File: config.mk
export PLATFORM = sky130hd
export DESIGN_NAME = lcdt_timing
export DESIGN_NICKNAME = d
export VERILOG_FILES = /design/src/lcdt_pkg.sv /design/src/lcdt_timing.sv
export SDC_FILE = /design/constraint.sdc
export NUM_CORES = 1
export LEC_CHECK = 0
export ABC_AREA = 1
export BUFFER_PORTS_ARGS = -buffer_cell sky130_fd_sc_hd__buf_4
export CAP_MARGIN = 20
export CORE_UTILIZATION = 50
export DETAILED_ROUTE_END_ITERATION = 8
export HOLD_SLACK_MARGIN = 0.15
export PLACE_DENSITY = 0.75
export SETUP_SLACK_MARGIN = 0.05
export SLEW_MARGIN = 0
export SYNTH_ARGS = -nofsm -noshare
export SYNTH_HDL_FRONTEND = slang
export SYNTH_SLANG_ARGS = --single-unit
export TNS_END_PERCENT = 1
File: constraint.sdc
create_clock -name core_clk -period 5.6 [get_ports core_clk]
set_input_delay 0.56 -clock core_clk [delete_from_list [all_inputs] [get_ports core_clk]]
set_output_delay 0.56 -clock core_clk [all_outputs]
set_load 0.1 [all_outputs]
File: src/lcdt_pkg.sv
// Package with constants and types of the LCD drive and mode timing block.
package lcdt_pkg;

   // -------------------------------------------------------------------------
   // Register map
   // -------------------------------------------------------------------------
   localparam logic [7:0] ADDR_CTRL = 8'h00;
   localparam logic [7:0] ADDR_PTR = 8'h04;
   localparam logic [7:0] ADDR_DATA = 8'h08;
   localparam logic [7:0] ADDR_STATUS = 8'h0C;

   // -------------------------------------------------------------------------
   // Multiplex codes and drive levels
   // -------------------------------------------------------------------------
   localparam logic [1:0] MUX_4 = 2'h0;
   localparam logic [1:0] MUX_STATIC = 2'h1;
   localparam logic [1:0] MUX_2 = 2'h2;
   localparam logic [1:0] MUX_3 = 2'h3;

   localparam logic [1:0] LVL_VSS = 2'h0;
   localparam logic [1:0] LVL_LO = 2'h1;
   localparam logic [1:0] LVL_HI = 2'h2;
   localparam logic [1:0] LVL_LCD = 2'h3;

   // -------------------------------------------------------------------------
   // Control word carried as one struct
   // -------------------------------------------------------------------------
   typedef struct packed {
      logic out_bank;
      logic in_bank;
      logic blink_en;
      logic display_en;
      logic half_bias;
      logic [1:0] mux;
   } lcdt_ctrl_t;

   localparam int CTRL_W = 7;
   localparam lcdt_ctrl_t CTRL_RESET = '{out_bank: 1'b0, in_bank: 1'b0, blink_en: 1'b0,
                                         display_en: 1'b0, half_bias: 1'b0, mux: MUX_4};

   // Status bit positions.
   localparam int ST_PHASE_LO = 0;
   localparam int ST_POL = 2;
   localparam int ST_STRAP = 3;
   localparam int ST_BYPASS = 4;
   localparam int ST_READY = 5;
   // Pointer register fields.
   localparam int PTR_SUB_LO = 8;
   localparam int DATA_W = 4;

   // -------------------------------------------------------------------------
   // Timing
   // -------------------------------------------------------------------------
   localparam int CLK_HZ = 10_000_000;
   localparam int POR_WAIT_MS = 1;
   localparam int POR_CYCLES = CLK_HZ / 1000 * POR_WAIT_MS;
   localparam logic [4:0] FRAME_DIV = 5'h18;
   localparam int INT_OSC_DIV = 10;

   localparam logic [1:0] HTRANS_NONSEQ = 2'h2;

endpackage

File: src/lcdt_timing.sv
// LCD drive mode, frame timing and output level selection with AHB-Lite registers.
//
// Overview of operation
// Reset: all outputs at supply level, display off.
// Reset default: four backplanes, one-third bias.
// Reset clears blink, bank selects, command interface.
// Reset clears data pointer and subaddress counter.
// Host waits one millisecond after power-on.
// Half bias shorts middle divider element.
// Levels follow last written drive configuration.
// Static, two, three, four backplane multiplexing.
// Two backplanes: half or third bias.
// Three, four backplanes also accept half bias.
// Strap picks internal oscillator or clock pin.
// Frame signal is selected clock over 24.
// External clock must run continuously.
// Display memory latched to segments per frame.
// Unused backplanes mirror their paired backplane.
// Memory rows map to backplanes, columns segments.
// Dividers restart at reset, phase steps per frame.
`timescale 1ns/1ps

module lcdt_timing #(
   parameter int POR_CYCLES = lcdt_pkg::POR_CYCLES,
   parameter int INT_OSC_DIV = lcdt_pkg::INT_OSC_DIV,
   parameter int NUM_SEG = 32
) (
   // Clock and reset
   input wire logic core_clk,
   input wire logic reset,
   // AHB-Lite slave
   input wire logic hsel,
   input wire logic [31:0] haddr,
   input wire logic [1:0] htrans,
   input wire logic hwrite,
   input wire logic [2:0] hsize,
   input wire logic hready,
   input wire logic [31:0] hwdata,
   output logic [31:0] hrdata,
   output logic hreadyout,
   output logic hresp,
   // Pins
   input wire logic clock_source_strap,
   input wire logic ext_clk_pin,
   // LCD drive
   output logic [3:0][1:0] backplane_outputs,
   output logic [NUM_SEG-1:0][1:0] segment_outputs,
   output logic bias_bypass,
   output logic frame_pulse
);

   // -------------------------------------------------------------------------
   // Bus slave
   // -------------------------------------------------------------------------
   logic wr_pend_r;
   logic [7:0] wr_addr_r;
   logic [31:0] hrdata_r;
   logic [31:0] rd_val;
   logic addr_ok;
   lcdt_pkg::lcdt_ctrl_t ctrl_r;
   logic [4:0] ptr_r;
   logic [2:0] sub_r;
   logic [1:0] phase_r;
   logic pol_r;
   logic [1:0] strap_sync_r;
   logic [15:0] por_cnt_r;
   logic por_ready;
   logic bypass_r;

   assign hreadyout = 1'b1;
   assign hresp = 1'b0;
   assign hrdata = hrdata_r;
   assign addr_ok = hsel && hready && (htrans == lcdt_pkg::HTRANS_NONSEQ);
   assign por_ready = (por_cnt_r == 16'(POR_CYCLES));

   always_comb begin
      rd_val = 32'h0000_0000;
      case (haddr[7:0])
         lcdt_pkg::ADDR_CTRL: begin
            rd_val[lcdt_pkg::CTRL_W-1:0] = ctrl_r;
         end
         lcdt_pkg::ADDR_PTR: begin
            rd_val[4:0] = ptr_r;
            rd_val[lcdt_pkg::PTR_SUB_LO +: 3] = sub_r;
         end
         lcdt_pkg::ADDR_STATUS: begin
            rd_val[lcdt_pkg::ST_PHASE_LO +: 2] = phase_r;
            rd_val[lcdt_pkg::ST_POL] = pol_r;
            rd_val[lcdt_pkg::ST_STRAP] = strap_sync_r[1];
            rd_val[lcdt_pkg::ST_BYPASS] = bypass_r;
            rd_val[lcdt_pkg::ST_READY] = por_ready;
         end
         default: begin
            rd_val = 32'h0000_0000;
         end
      endcase
   end

   // Address phase captured; write data applied in the following data phase.
   always_ff @(posedge core_clk) begin
      if (reset) begin
         wr_pend_r <= 1'b0;
         wr_addr_r <= 8'h00;
         hrdata_r <= 32'h0000_0000;
      end else begin
         wr_pend_r <= addr_ok && hwrite;
         wr_addr_r <= haddr[7:0];
         if (addr_ok && !hwrite) begin
            hrdata_r <= rd_val;
         end
      end
   end

   // Power-on settle counter, shown as ready in status once the host may talk.
   always_ff @(posedge core_clk) begin
      if (reset) begin
         por_cnt_r <= 16'h0000;
      end else if (!por_ready) begin
         por_cnt_r <= por_cnt_r + 16'h0001;
      end
   end

   // -------------------------------------------------------------------------
   // Configuration and display memory
   // -------------------------------------------------------------------------
   logic wr_ctrl;
   logic wr_ptr;
   logic wr_data;
   logic [lcdt_pkg::DATA_W-1:0] ram_r [0:NUM_SEG-1];

   assign wr_ctrl = wr_pend_r && (wr_addr_r == lcdt_pkg::ADDR_CTRL);
   assign wr_ptr = wr_pend_r && (wr_addr_r == lcdt_pkg::ADDR_PTR);
   assign wr_data = wr_pend_r && (wr_addr_r == lcdt_pkg::ADDR_DATA);

   always_ff @(posedge core_clk) begin
      if (reset) begin
         ctrl_r <= lcdt_pkg::CTRL_RESET;
      end else if (wr_ctrl) begin
         ctrl_r <= hwdata[lcdt_pkg::CTRL_W-1:0];
      end
   end

   // Each data write stores one column and advances across subaddress boundaries.
   always_ff @(posedge core_clk) begin
      if (reset) begin
         ptr_r <= 5'h00;
         sub_r <= 3'h0;
      end else if (wr_ptr) begin
         ptr_r <= hwdata[4:0];
         sub_r <= hwdata[lcdt_pkg::PTR_SUB_LO +: 3];
      end else if (wr_data) begin
         ptr_r <= ptr_r + 5'h01;
         if (ptr_r == 5'h1F) begin
            sub_r <= sub_r + 3'h1;
         end
      end
   end

   always_ff @(posedge core_clk) begin
      if (wr_data) begin
         ram_r[ptr_r] <= hwdata[lcdt_pkg::DATA_W-1:0];
      end
   end

   // -------------------------------------------------------------------------
   // Clock source selection and frame divider
   // -------------------------------------------------------------------------
   logic [1:0] ext_sync_r;
   logic ext_prev_r;
   logic [7:0] osc_cnt_r;
   logic osc_tick;
   logic ext_tick;
   logic sel_tick;
   logic [4:0] fdiv_cnt_r;
   logic frame_step;
   logic [1:0] last_phase;

   always_ff @(posedge core_clk) begin
      strap_sync_r <= {strap_sync_r[0], clock_source_strap};
      ext_sync_r <= {ext_sync_r[0], ext_clk_pin};
      ext_prev_r <= ext_sync_r[1];
   end

   assign osc_tick = (osc_cnt_r == 8'(INT_OSC_DIV - 1));
   assign ext_tick = ext_sync_r[1] && !ext_prev_r;
   assign sel_tick = strap_sync_r[1] ? ext_tick : osc_tick;
   assign frame_step = sel_tick && (fdiv_cnt_r == lcdt_pkg::FRAME_DIV - 5'h01);

   always_ff @(posedge core_clk) begin
      if (reset || osc_tick) begin
         osc_cnt_r <= 8'h00;
      end else begin
         osc_cnt_r <= osc_cnt_r + 8'h01;
      end
   end

   always_ff @(posedge core_clk) begin
      if (reset) begin
         fdiv_cnt_r <= 5'h00;
      end else if (frame_step) begin
         fdiv_cnt_r <= 5'h00;
      end else if (sel_tick) begin
         fdiv_cnt_r <= fdiv_cnt_r + 5'h01;
      end
   end

   always_ff @(posedge core_clk) begin
      if (reset) begin
         frame_pulse <= 1'b0;
      end else begin
         frame_pulse <= frame_step;
      end
   end

   always_comb begin
      case (ctrl_r.mux)
         lcdt_pkg::MUX_STATIC: last_phase = 2'h0;
         lcdt_pkg::MUX_2: last_phase = 2'h1;
         lcdt_pkg::MUX_3: last_phase = 2'h2;
         default: last_phase = 2'h3;
      endcase
   end

   // One backplane phase per frame step; polarity flips after the last phase.
   always_ff @(posedge core_clk) begin
      if (reset) begin
         phase_r <= 2'h0;
         pol_r <= 1'b0;
      end else if (frame_step) begin
         if (phase_r >= last_phase) begin
            phase_r <= 2'h0;
            pol_r <= !pol_r;
         end else begin
            phase_r <= phase_r + 2'h1;
         end
      end
   end

   // -------------------------------------------------------------------------
   // Display latch
   // -------------------------------------------------------------------------
   logic [3:0][NUM_SEG-1:0] latch_r;
   logic latch_load;

   assign latch_load = frame_step && (phase_r >= last_phase);

   genvar gc;
   generate
      for (gc = 0; gc < NUM_SEG; gc++) begin : g_latch
         always_ff @(posedge core_clk) begin
            if (reset) begin
               latch_r[0][gc] <= 1'b0;
               latch_r[1][gc] <= 1'b0;
               latch_r[2][gc] <= 1'b0;
               latch_r[3][gc] <= 1'b0;
            end else if (latch_load) begin
               latch_r[0][gc] <= ram_r[gc][0];
               latch_r[1][gc] <= ram_r[gc][1];
               latch_r[2][gc] <= ram_r[gc][2];
               latch_r[3][gc] <= ram_r[gc][3];
            end
         end
      end
   endgenerate

   // -------------------------------------------------------------------------
   // Level selection
   // -------------------------------------------------------------------------
   logic [1:0] cur_row;
   logic [1:0] lvl_act;
   logic [1:0] lvl_idle_bp;
   logic [1:0] lvl_on;
   logic [1:0] lvl_off;
   logic is_static;

   assign is_static = (ctrl_r.mux == lcdt_pkg::MUX_STATIC);

   // Static and two-backplane modes read the bank chosen by the output bank select.
   always_comb begin
      case (ctrl_r.mux)
         lcdt_pkg::MUX_STATIC: cur_row = {ctrl_r.out_bank, 1'b0};
         lcdt_pkg::MUX_2: cur_row = {ctrl_r.out_bank, phase_r[0]};
         default: cur_row = phase_r;
      endcase
   end

   always_comb begin
      lvl_act = pol_r ? lcdt_pkg::LVL_VSS : lcdt_pkg::LVL_LCD;
      lvl_on = pol_r ? lcdt_pkg::LVL_LCD : lcdt_pkg::LVL_VSS;
      if (is_static) begin
         lvl_idle_bp = lvl_act;
         lvl_off = lvl_act;
      end else if (ctrl_r.half_bias) begin
         lvl_idle_bp = lcdt_pkg::LVL_LO;
         lvl_off = lcdt_pkg::LVL_LO;
      end else begin
         lvl_idle_bp = pol_r ? lcdt_pkg::LVL_HI : lcdt_pkg::LVL_LO;
         lvl_off = pol_r ? lcdt_pkg::LVL_LO : lcdt_pkg::LVL_HI;
      end
   end

   genvar gb;
   generate
      for (gb = 0; gb < 4; gb++) begin : g_bp
         logic [1:0] bp_row;
         always_comb begin
            case (ctrl_r.mux)
               lcdt_pkg::MUX_STATIC: bp_row = cur_row;
               lcdt_pkg::MUX_2: bp_row = {ctrl_r.out_bank, 1'(gb % 2)};
               lcdt_pkg::MUX_3: bp_row = (gb == 3) ? 2'h1 : 2'(gb);
               default: bp_row = 2'(gb);
            endcase
         end
         always_ff @(posedge core_clk) begin
            if (reset || !ctrl_r.display_en) begin
               backplane_outputs[gb] <= lcdt_pkg::LVL_LCD;
            end else if (bp_row == cur_row) begin
               backplane_outputs[gb] <= lvl_act;
            end else begin
               backplane_outputs[gb] <= lvl_idle_bp;
            end
         end
      end
   endgenerate

   genvar gs;
   generate
      for (gs = 0; gs < NUM_SEG; gs++) begin : g_seg
         always_ff @(posedge core_clk) begin
            if (reset || !ctrl_r.display_en) begin
               segment_outputs[gs] <= lcdt_pkg::LVL_LCD;
            end else if (latch_r[cur_row][gs]) begin
               segment_outputs[gs] <= lvl_on;
            end else begin
               segment_outputs[gs] <= lvl_off;
            end
         end
      end
   endgenerate

   // Half bias shorts the centre impedance of the divider in every multiplexed mode.
   always_ff @(posedge core_clk) begin
      if (reset) begin
         bypass_r <= 1'b0;
      end else begin
         bypass_r <= ctrl_r.half_bias && !is_static;
      end
   end

   assign bias_bypass = bypass_r;

endmodule

==> flow_summary.ini, run 1 <==
[floorplanning]
die_w_um = 181
start_util = 0.509
pin_count = 184
die_h_um = 181
die-area_sq_um = 32900
rows = 65
fp.coreArea_sq_um = 31600

[critical_path]
start_kind = flop
path_cells = ha_1 -> nand3_1 -> nor2_1 -> nand2_2 -> nand2_4 -> nand3_4 -> buf_12 -> nand2_1 -> nand2_1 -> nor2_1
crit_required_ns = 6.06
cp-end-kind = flop
crit_buf_inv = 1
cp_slowest_stage_delay_ns = 0.69
path_max_fanout = 103
path_delay_family = simple AND/OR/NAND/NOR gates
cp.arrival_ns = 3.74
crit_type = reg -> reg
cp_slowest_cell = nand3_4

[clock_tree]
clockBufferDepth = 3
clock_latency_ns = 0.54
cts-root-buf = clkbuf_16
tritoncts = done
cts-hold-fix-buffers = 2
clock-sinks = 401
cts_resized = 0
h-tree-depth = 2
cts_setup_buffers = 0
path_clk_slew_ns = 0.06
numCtsBuffers = 41

[global_route]
grt_antenna_before_repair = 1
first_global_vias = 11739
top_usage_layer = met2
grt_max_degree = 104
met2_usage = 0.383
grt_util_met1 = 0.287
grt_use_met3 = 0.0325
grt_first_pass_wirelength_um = 58800
grt.total_usage = 0.222
grt-ovfl-total = 0

[drt]
ant_nets = 0
wire_per_inst_um = 15.2
firstDrtPassIters = 5
route.detailed.drc = 0
drtIter0Drc = 828
viasPerCell = 5.26
vias = 12540
routed_wirelength_um = 36300

[layout]
diodes = 0
num-fill-cells = 2657
final_util = 0.583
instances_no_fill = 2385
syn_to_final_growth_pct = 14.4
nets = 2044
drive_above_1_share = 0.0993

[sta]
setup_violations = 0
post-route-period-util = 0.586
finClkSkew_ns = 0.0230
rsz0062_at_grt = false
min_period_ns = 3.28
hold_viol_final = 0
slew_headroom = 0.276
clock.fmax_ghz = 0.305
worst_slack_ns = 2.32
worst_slew_pin_slew_ns = 1.09
slew_violations = 0
tns_ns = 0

[synth]
ys_types = 32
ys_seq_area_frac = 0.579
synth-seq-cells = 401
synth_cells = 1893
yosysWarnings = 0
syn_area_sq_um = 16100
syn_avg_cell_area_sq_um = 8.49

[power]
peakVddDrop_mv = 0.227
powerDensity_nw_per_um2 = 325
power_leakage_uw = 0.00753

[run_status]
status = completed

[place]
gp_congestion = 0.834
io_buffers = 110
dp_cells = 2308
hpwl_um = 21300
dp_slack_ns = 2.34

[run]
drv_cap = 0

[min_path]
hp-class = in -> reg
worst register-to-register path: stages (launching register included):
cell     delay [ns]
dfxtp_1        0.37
ha_1           0.16
nand3_1        0.09
nor2_1         0.24
nand2_2        0.15
nand2_4        0.65
nand3_4        0.72
buf_12         0.47
nand2_1        0.15
nand2_1        0.07
nor2_1         0.15
cells in the mapped netlist (all sizes together):
master  number  area [sq um]
a21oi      101           505
and3         1          6.26
buf         64           394
clkbuf      67           251
clkinv       1          3.75
conb         2          7.51
dfxtp      273          5470
edfxtp     128          3840
ha          17           213
inv        133           499
nand2      476          1800
nand3      129           651
nand3b       3          22.5
nand4       71           444
nor2       244           918
nor3        14          70.1
nor3b        2          15.0
o211ai      34           255
o21a         2          15.0
o21ai      120           601
or2          2          12.5
xnor2        3          26.3
xor2         6          52.6
layout by cell type (no fill, tap or decap), types with 3 or more instances in the layout:
cell type	synthesis	routed
nand3_1	128	128
clkbuf_16	0	43
dfxtp_1	273	273
xnor2_1	3	3
nor3_1	14	14
nand2_2	1	3
edfxtp_1	128	128
ha_1	17	17
o21ai_0	101	101
clkinv_1	1	4
a21oi_1	101	101
conb_1	2	24
nor2_1	243	241
clkbuf_1	67	9
clkinv_2	0	5
nand3b_1	3	3
o211ai_1	34	34
xor2_1	6	6
nand2_1	474	471
bufinv_16	0	4
inv_1	132	132
o21ai_1	19	19
nand4_1	71	71
clkbuf_8	0	7
buf_4	28	121
power breakdown:
group          leakage [uW]  switching (uW)  internal (uW)
clock              0.000685            1100           1690
combinational       0.00349             149           25.9
sequential          0.00336            5.80           3010
final cells by class:
cell class                 count  area, sq um  share of cell area
tap                          402          503              0.0274
clock inverter                16          188              0.0102
clock buffer                  59         1210              0.0656
timing repair buffer         124          948              0.0516
multi-input combinational   1249         5730               0.312
inverter                     134          503              0.0274
sequential                   401         9310               0.506
per-layer routing:
| metal | routed length (um) | part of all wire |
|---|---|---|
| met4 | 786 | 0.022 |
| met1 | 15700 | 0.43 |
| met3 | 2260 | 0.062 |
| met2 | 17500 | 0.48 |
| met5 | 13 | 0.00036 |
worst paths after layout:
path / end / slack [ns] / cells after the start / from
max: latch_r[17] / 2.32 / 10 / osc_cnt_r[0]
min reg2reg: ext_sync_r[1] / 0.33 / 0 / ext_sync_r[0]
max reg2reg: latch_r[17] / 2.32 / 10 / osc_cnt_r[0]
min: wr_addr_r[7] / 0.25 / 3 / haddr[7]
cell families after synthesis:
kind of cell             count (synthesis)  synth area share
AND/OR/NAND/NOR                        942             0.245
flip-flops                             401             0.579
adder cells (fa/ha/maj)                 17            0.0132
AO/OA/AOI/OAI                          257            0.0856
XOR/XNOR                                 9           0.00491
buffers and inverters                  265            0.0715
other                                    2          0.000467
registers in the layout, indices dropped and copies added, names as in the netlist, 2 cells and up:
signal             cells
phase_r                2
ext_sync_r             2
osc_cnt_r              8
segment_outputs       64
ctrl_r                 7
sub_r                  3
ram_r                128
ptr_r                  5
latch_r              128
fdiv_cnt_r             5
strap_sync_r           2
por_cnt_r             16
wr_addr_r              8
hrdata                10
backplane_outputs      8
metrics by stage:
stage | total power [uW] | cell area [sq um] | hold WS, ns
after global routing | 6150 | 18400 | 0.252
after detailed placement | 3250 | 17000 | 0.318
final | 5970 | 18400 | 0.250
after floorplan | 3210 | 16200 | 0.310
after global placement | 3250 | 17000 | 0.313
after CTS | 6000 | 18400 | 0.238
No activity file was read; power rests on OpenSTA's default activity.
==> run 2, diff against run 1 <==
--- a/config.mk
+++ b/config.mk
@@ -5,7 +5,7 @@
 export SDC_FILE = /design/constraint.sdc
 export NUM_CORES = 1
 export LEC_CHECK = 0
-export ABC_AREA = 1
+export ABC_AREA = 0
 export BUFFER_PORTS_ARGS = -buffer_cell sky130_fd_sc_hd__buf_4
 export CAP_MARGIN = 20
 export CORE_UTILIZATION = 50
==> constraint.sdc (replaced) <==
create_clock -name core_clk -period 3.3 [get_ports core_clk]
set_input_delay 0.33 -clock core_clk [delete_from_list [all_inputs] [get_ports core_clk]]
set_output_delay 0.33 -clock core_clk [all_outputs]
set_load 0.1 [all_outputs]
==> flow_summary.ini, run 2 <==
[run_status]
status = completed

[synth]
synth_edf_count = 128
synth_cells = 1363
syn_area_sq_um = 15100
ys_seq_area_frac = 0.618
yosysWarnings = 0
synth.most_common_cell = nand2_1
ys_async_sr_fraction = 0
synth-seq-cells = 401
synthTopCellsByArea = dfxtp_1 36%, edfxtp_1 26%, nand2_1 7.3%
synth_top_cell_by_area = dfxtp_1
synth_top_area_frac = 0.363
ys.flop_type = dfxtp_1
ys_types = 59
syn_avg_cell_area_sq_um = 11.0
synth_common_cells = 294 x nand2_1, 273 x dfxtp_1, 154 x a21oi_1

[drt]
ant_nets = 0
drtIter0Drc = 845
vias = 9986
route.detailed.drc = 0
firstDrtPassIters = 7
wire_per_inst_um = 16.0
routed_wirelength_um = 30100
viasPerCell = 5.30

[clock_tree]
clockBufferDepth = 3
clock_latency_ns = 0.54
numCtsBuffers = 41
h-tree-depth = 2
cts_setup_buffers = 0
clock-sinks = 401
tritoncts = done
path_clk_slew_ns = 0.06
cts-root-buf = clkbuf_16

[floorplanning]
fp.coreArea_sq_um = 29600
die_w_um = 176
pin_count = 184
rows = 63
die-area_sq_um = 30800
start_util = 0.508
die_h_um = 176

[place]
gp_congestion = 0.833
placed_area_sq_um = 16100
io_buffers = 110
hpwl_um = 17400

[sta]
slew_headroom = 0.280
min_period_ns = 2.73
rsz0062_at_grt = false
post-route-period-util = 0.828
hold_viol_final = 0
tns_ns = 0
finClkSkew_ns = 0.0235
setup_violations = 0
clock.fmax_ghz = 0.366
slew_violations = 0
worst_slew_pin_slew_ns = 1.08

[global_route]
grt-ovfl-total = 0
grt_antenna_before_repair = 0
grt.total_usage = 0.197
grt_first_pass_wirelength_um = 48600
grt_max_degree = 129
first_global_vias = 9659

[min_path]
hp-class = in -> reg

[layout]
design_area_sq_um = 17700
syn_to_final_growth_pct = 17.5
nets = 1554
final_common_cell = nand2_1
num-fill-cells = 2343
drive_above_1_share = 0.163
reg_top3 = latch_r x128, ram_r x128, segment_outputs x64
final_cell_mix = 294 x nand2_1, 273 x dfxtp_1, 153 x a21oi_1
diodes = 0

[critical_path]
start_kind = flop
cp.arrival_ns = 3.11
crit_required_ns = 3.68
path_max_fanout = 32
cp-end-kind = flop
crit_type = reg -> reg

[run]
drv_cap = 0

[power]
power_leakage_uw = 0.00602
power_uw = 10100
peakVddDrop_mv = 0.514
powerDensity_nw_per_um2 = 572
-- run 2: report_power, final --
part	switching (uW)	leakage (uW)	internal [uW]
logic	227	0.00196	54.8
clock network	1890	0.000704	2820
registers	12.7	0.00336	5100
-- run 2: timing repair --
| item | 4_1_cts | 5_1_grt |
|---|---|---|
| gates resized for setup | 0 | 0 |
| hold buffers | 18 | 0 |
| hold endpoints to repair | 25 | 0 |
| setup endpoints to repair | 0 | 0 |
-- run 2: cell families (layout without fill, tap and decap cells) --
group | count (synthesis) | after routing | share of synthesized area
AO/OA/AOI/OAI | 219 | 219 | 0.0821
XOR/XNOR | 19 | 19 | 0.0111
adder cells (fa/ha/maj) | 17 | 17 | 0.0141
buffers and inverters | 127 | 236 | 0.0416
flip-flops | 401 | 401 | 0.618
multiplexers | 102 | 102 | 0.0947
other | 2 | 24 | 0.000499
AND/OR/NAND/NOR | 476 | 476 | 0.137
-- run 2: cell type report --
type / instances / area (sq um) / share of cell area
sequential: 401 / 9310 / 0.527
multi-input combinational: 857 / 5230 / 0.296
clock buffer: 57 / 1210 / 0.0684
timing repair buffer: 141 / 1170 / 0.0660
tap: 390 / 488 / 0.0276
clock inverter: 19 / 203 / 0.0115
inverter: 19 / 71.3 / 0.00403
-- run 2: per-layer routing --
| metal | vias to the layer above | part of all wire | GRT usage |
|---|---|---|---|
| met5 | - | 0 | 0 |
| met4 | 0 | 0.020 | 0.0630 |
| met3 | 47 | 0.058 | 0.0277 |
| met2 | 315 | 0.49 | 0.345 |
| met1 | 4765 | 0.43 | 0.252 |
| li1 | 4859 | - | - |
-- run 2: final timing paths --
kind                   start                  end  slack, ns  depth (start not counted)
max reg2reg        ctrl_r[0]  segment_outputs[39]       0.57                          7
min reg2reg  strap_sync_r[0]      strap_sync_r[1]       0.33                          0
max                ctrl_r[0]  segment_outputs[39]       0.57                          7
min               hwdata[10]             sub_r[2]       0.19                          4
-- run 2: stage by stage --
stage,util,hold slack [ns],worst slack (ns),cells
floorplan,-,0.310,0.885,1385
global placement,0.543,0.313,0.617,1790
detailed placement,0.543,0.315,0.581,1790
CTS,0.597,0.165,0.565,1884
global route,0.597,0.205,0.410,1884
finish,0.597,0.185,0.569,1884
-- run 2: critical path, stage by stage (launching register included) --
cell,delay [ns]
dfxtp_1,0.41
inv_1,0.09
ha_1,0.43
nor2b_1,0.36
nand2b_2,0.22
buf_12,0.27
mux4_2,0.63
mux2i_1,0.15
==> run 3, diff against run 2 <==
--- a/config.mk
+++ b/config.mk
@@ -11,7 +11,7 @@
 export CORE_UTILIZATION = 50
 export DETAILED_ROUTE_END_ITERATION = 8
 export HOLD_SLACK_MARGIN = 0.15
-export PLACE_DENSITY = 0.75
+export PLACE_DENSITY = 0.78
 export SETUP_SLACK_MARGIN = 0.05
 export SLEW_MARGIN = 0
 export SYNTH_ARGS = -nofsm -noshare
==> constraint.sdc (replaced) <==
create_clock -name core_clk -period 2.5 [get_ports core_clk]
set_input_delay 0.25 -clock core_clk [delete_from_list [all_inputs] [get_ports core_clk]]
set_output_delay 0.25 -clock core_clk [all_outputs]
set_load 0.1 [all_outputs]
==> flow_summary.ini, run 3 (synthesized netlist as in run 2, its figures left out) <==
[clock_tree]
tritoncts = done
numCtsBuffers = 40
path_clk_slew_ns = 0.06
clock-sinks = 401
h-tree-depth = 2
cts-root-buf = clkbuf_16
clockBufferDepth = 3
clock_latency_ns = 0.54

[floorplanning]
die-area_sq_um = 30800
pin_count = 184
fp.coreArea_sq_um = 29600
die_w_um = 176
die_h_um = 176
rows = 63
start_util = 0.508

[global_route]
grt_max_degree = 190
grt-ovfl-total = 0
first_global_vias = 9919
grt_first_pass_wirelength_um = 51400
grt.total_usage = 0.209
grt_antenna_before_repair = 0

[place]
gp_congestion = 0.819
io_buffers = 110
hpwl_um = 17600

[layout]
final_common_cell = nand2_1
final_cell_mix = 294 x nand2_1, 272 x dfxtp_1, 151 x a21oi_1
num-fill-cells = 2332
multi_input_area_sq_um = 5280
reg_top3 = latch_r x128, ram_r x128, segment_outputs x64
syn_to_final_growth_pct = 18.7
seqCellArea_sq_um = 9310
diodes = 0
drive_above_1_share = 0.175
nets = 1568
final_util = 0.603

[power]
power_leakage_uw = 0.00610
powerDensity_nw_per_um2 = 725
peakVddDrop_mv = 0.585

[critical_path]
start_kind = flop
cp-end-kind = flop
crit_required_ns = 2.94
cp.arrival_ns = 2.80
path_max_fanout = 32
path_cells = inv_1 -> ha_1 -> inv_1 -> nand2_1 -> ha_1 -> nand2b_1 -> a21o_1 -> nand3_4 -> buf_16 -> nand2_1 -> a21oi_2
cp_slowest_stage_delay_ns = 0.33
cp_slowest_cell = dfxtp_1
crit_type = reg -> reg

[drt]
firstDrtPassIters = 9
ant_nets = 0
wire_per_inst_um = 17.8
viasPerCell = 5.47
route.detailed.drc = 0
routed_wirelength_um = 33800
drtIter0Drc = 978
vias = 10383

[sta]
min_period_ns = 2.36
worst_slew_pin_slew_ns = 1.01
finClkSkew_ns = 0.0149
hold_viol_final = 0
rsz0062_at_grt = false
post-route-period-util = 0.945
tns_ns = 0
slew_headroom = 0.329
slew_violations = 0
setup_violations = 0
clock.fmax_ghz = 0.423

[min_path]
hp-class = in -> reg

[run_status]
status = completed

[run]
drv_cap = 0
-- run 3: cell count changes in the layout (fill, tap and decap cells not counted), sizes merged --
cell,change
clkbuf,+4
clkinv,+5
bufinv,-1
buf,+11
inv,-6
-- run 3: cell type report --
| class | count | share of cell area |
|---|---|---|
| clock buffers | 57 | 0.0630 |
| clock inverters | 17 | 0.00953 |
| inverters | 19 | 0.00399 |
| multi-input cells | 857 | 0.296 |
| flip-flops and latches | 401 | 0.521 |
| well taps | 390 | 0.0273 |
| repair buffers | 156 | 0.0794 |
-- run 3: per-stage QoR --
step	worst slack [ns]	total power [uW]	hold WS (ns)	cells	instance area, sq um
after floorplan	0.0852	7170	0.278	1385	15100
after global placement	0.133	7240	0.317	1798	16200
after detailed placement	0.0384	7240	0.321	1798	16200
after CTS	0.0646	13000	0.194	1891	17700
after global routing	0.0451	13300	0.204	1897	17900
final	0.138	13000	0.209	1897	17900
-- run 3: power breakdown --
| part | internal [uW] | leakage (uW) | switching, uW |
|---|---|---|---|
| clock network | 3370 | 0.000639 | 2460 |
| logic | 76.1 | 0.00210 | 304 |
| registers | 6730 | 0.00336 | 17.3 |
| total | 10200 | 0.00610 | 2780 |
-- run 3: worst paths after layout --
kind	from	to	slack, ns	depth (start not counted)
setup reg to reg	ctrl_r[0]	latch_r[20]	0.14	11
setup / recovery	ctrl_r[0]	latch_r[20]	0.14	11
hold reg to reg	ext_sync_r[0]	ext_sync_r[1]	0.33	0
hold / removal	hwdata[3]	ram_r[14][3]	0.21	1
-- run 3: per-layer routing --
| layer | GRT usage | up-vias | share of wire |
|---|---|---|---|
| met3 | 0.0314 | 62 | 0.067 |
| li1 | - | 4887 | - |
| met1 | 0.264 | 4983 | 0.41 |
| met5 | 0 | - | 0 |
| met4 | 0.0688 | 0 | 0.023 |
| met2 | 0.367 | 451 | 0.50 |
-- run 3: worst max-delay path: cells and delay by family (launching register included) --
family | cells | cell delay [ns]
simple gates | 4 | 0.55
buf+inv | 3 | 0.42
fa+ha+maj | 2 | 0.49
compound gates | 2 | 0.46
flops | 1 | 0.33
-- run 3: timing repair --
| item | in CTS | in global routing |
|---|---|---|
| buffers inserted | 0 | 2 |
| pin swaps | 0 | 2 |
| hold buffers | 18 | 0 |
| resized for setup | 1 | 16 |
| hold endpoints to repair | 18 | 0 |
| gates cloned | 1 | 4 |
| setup endpoints to repair | 14 | 315 |
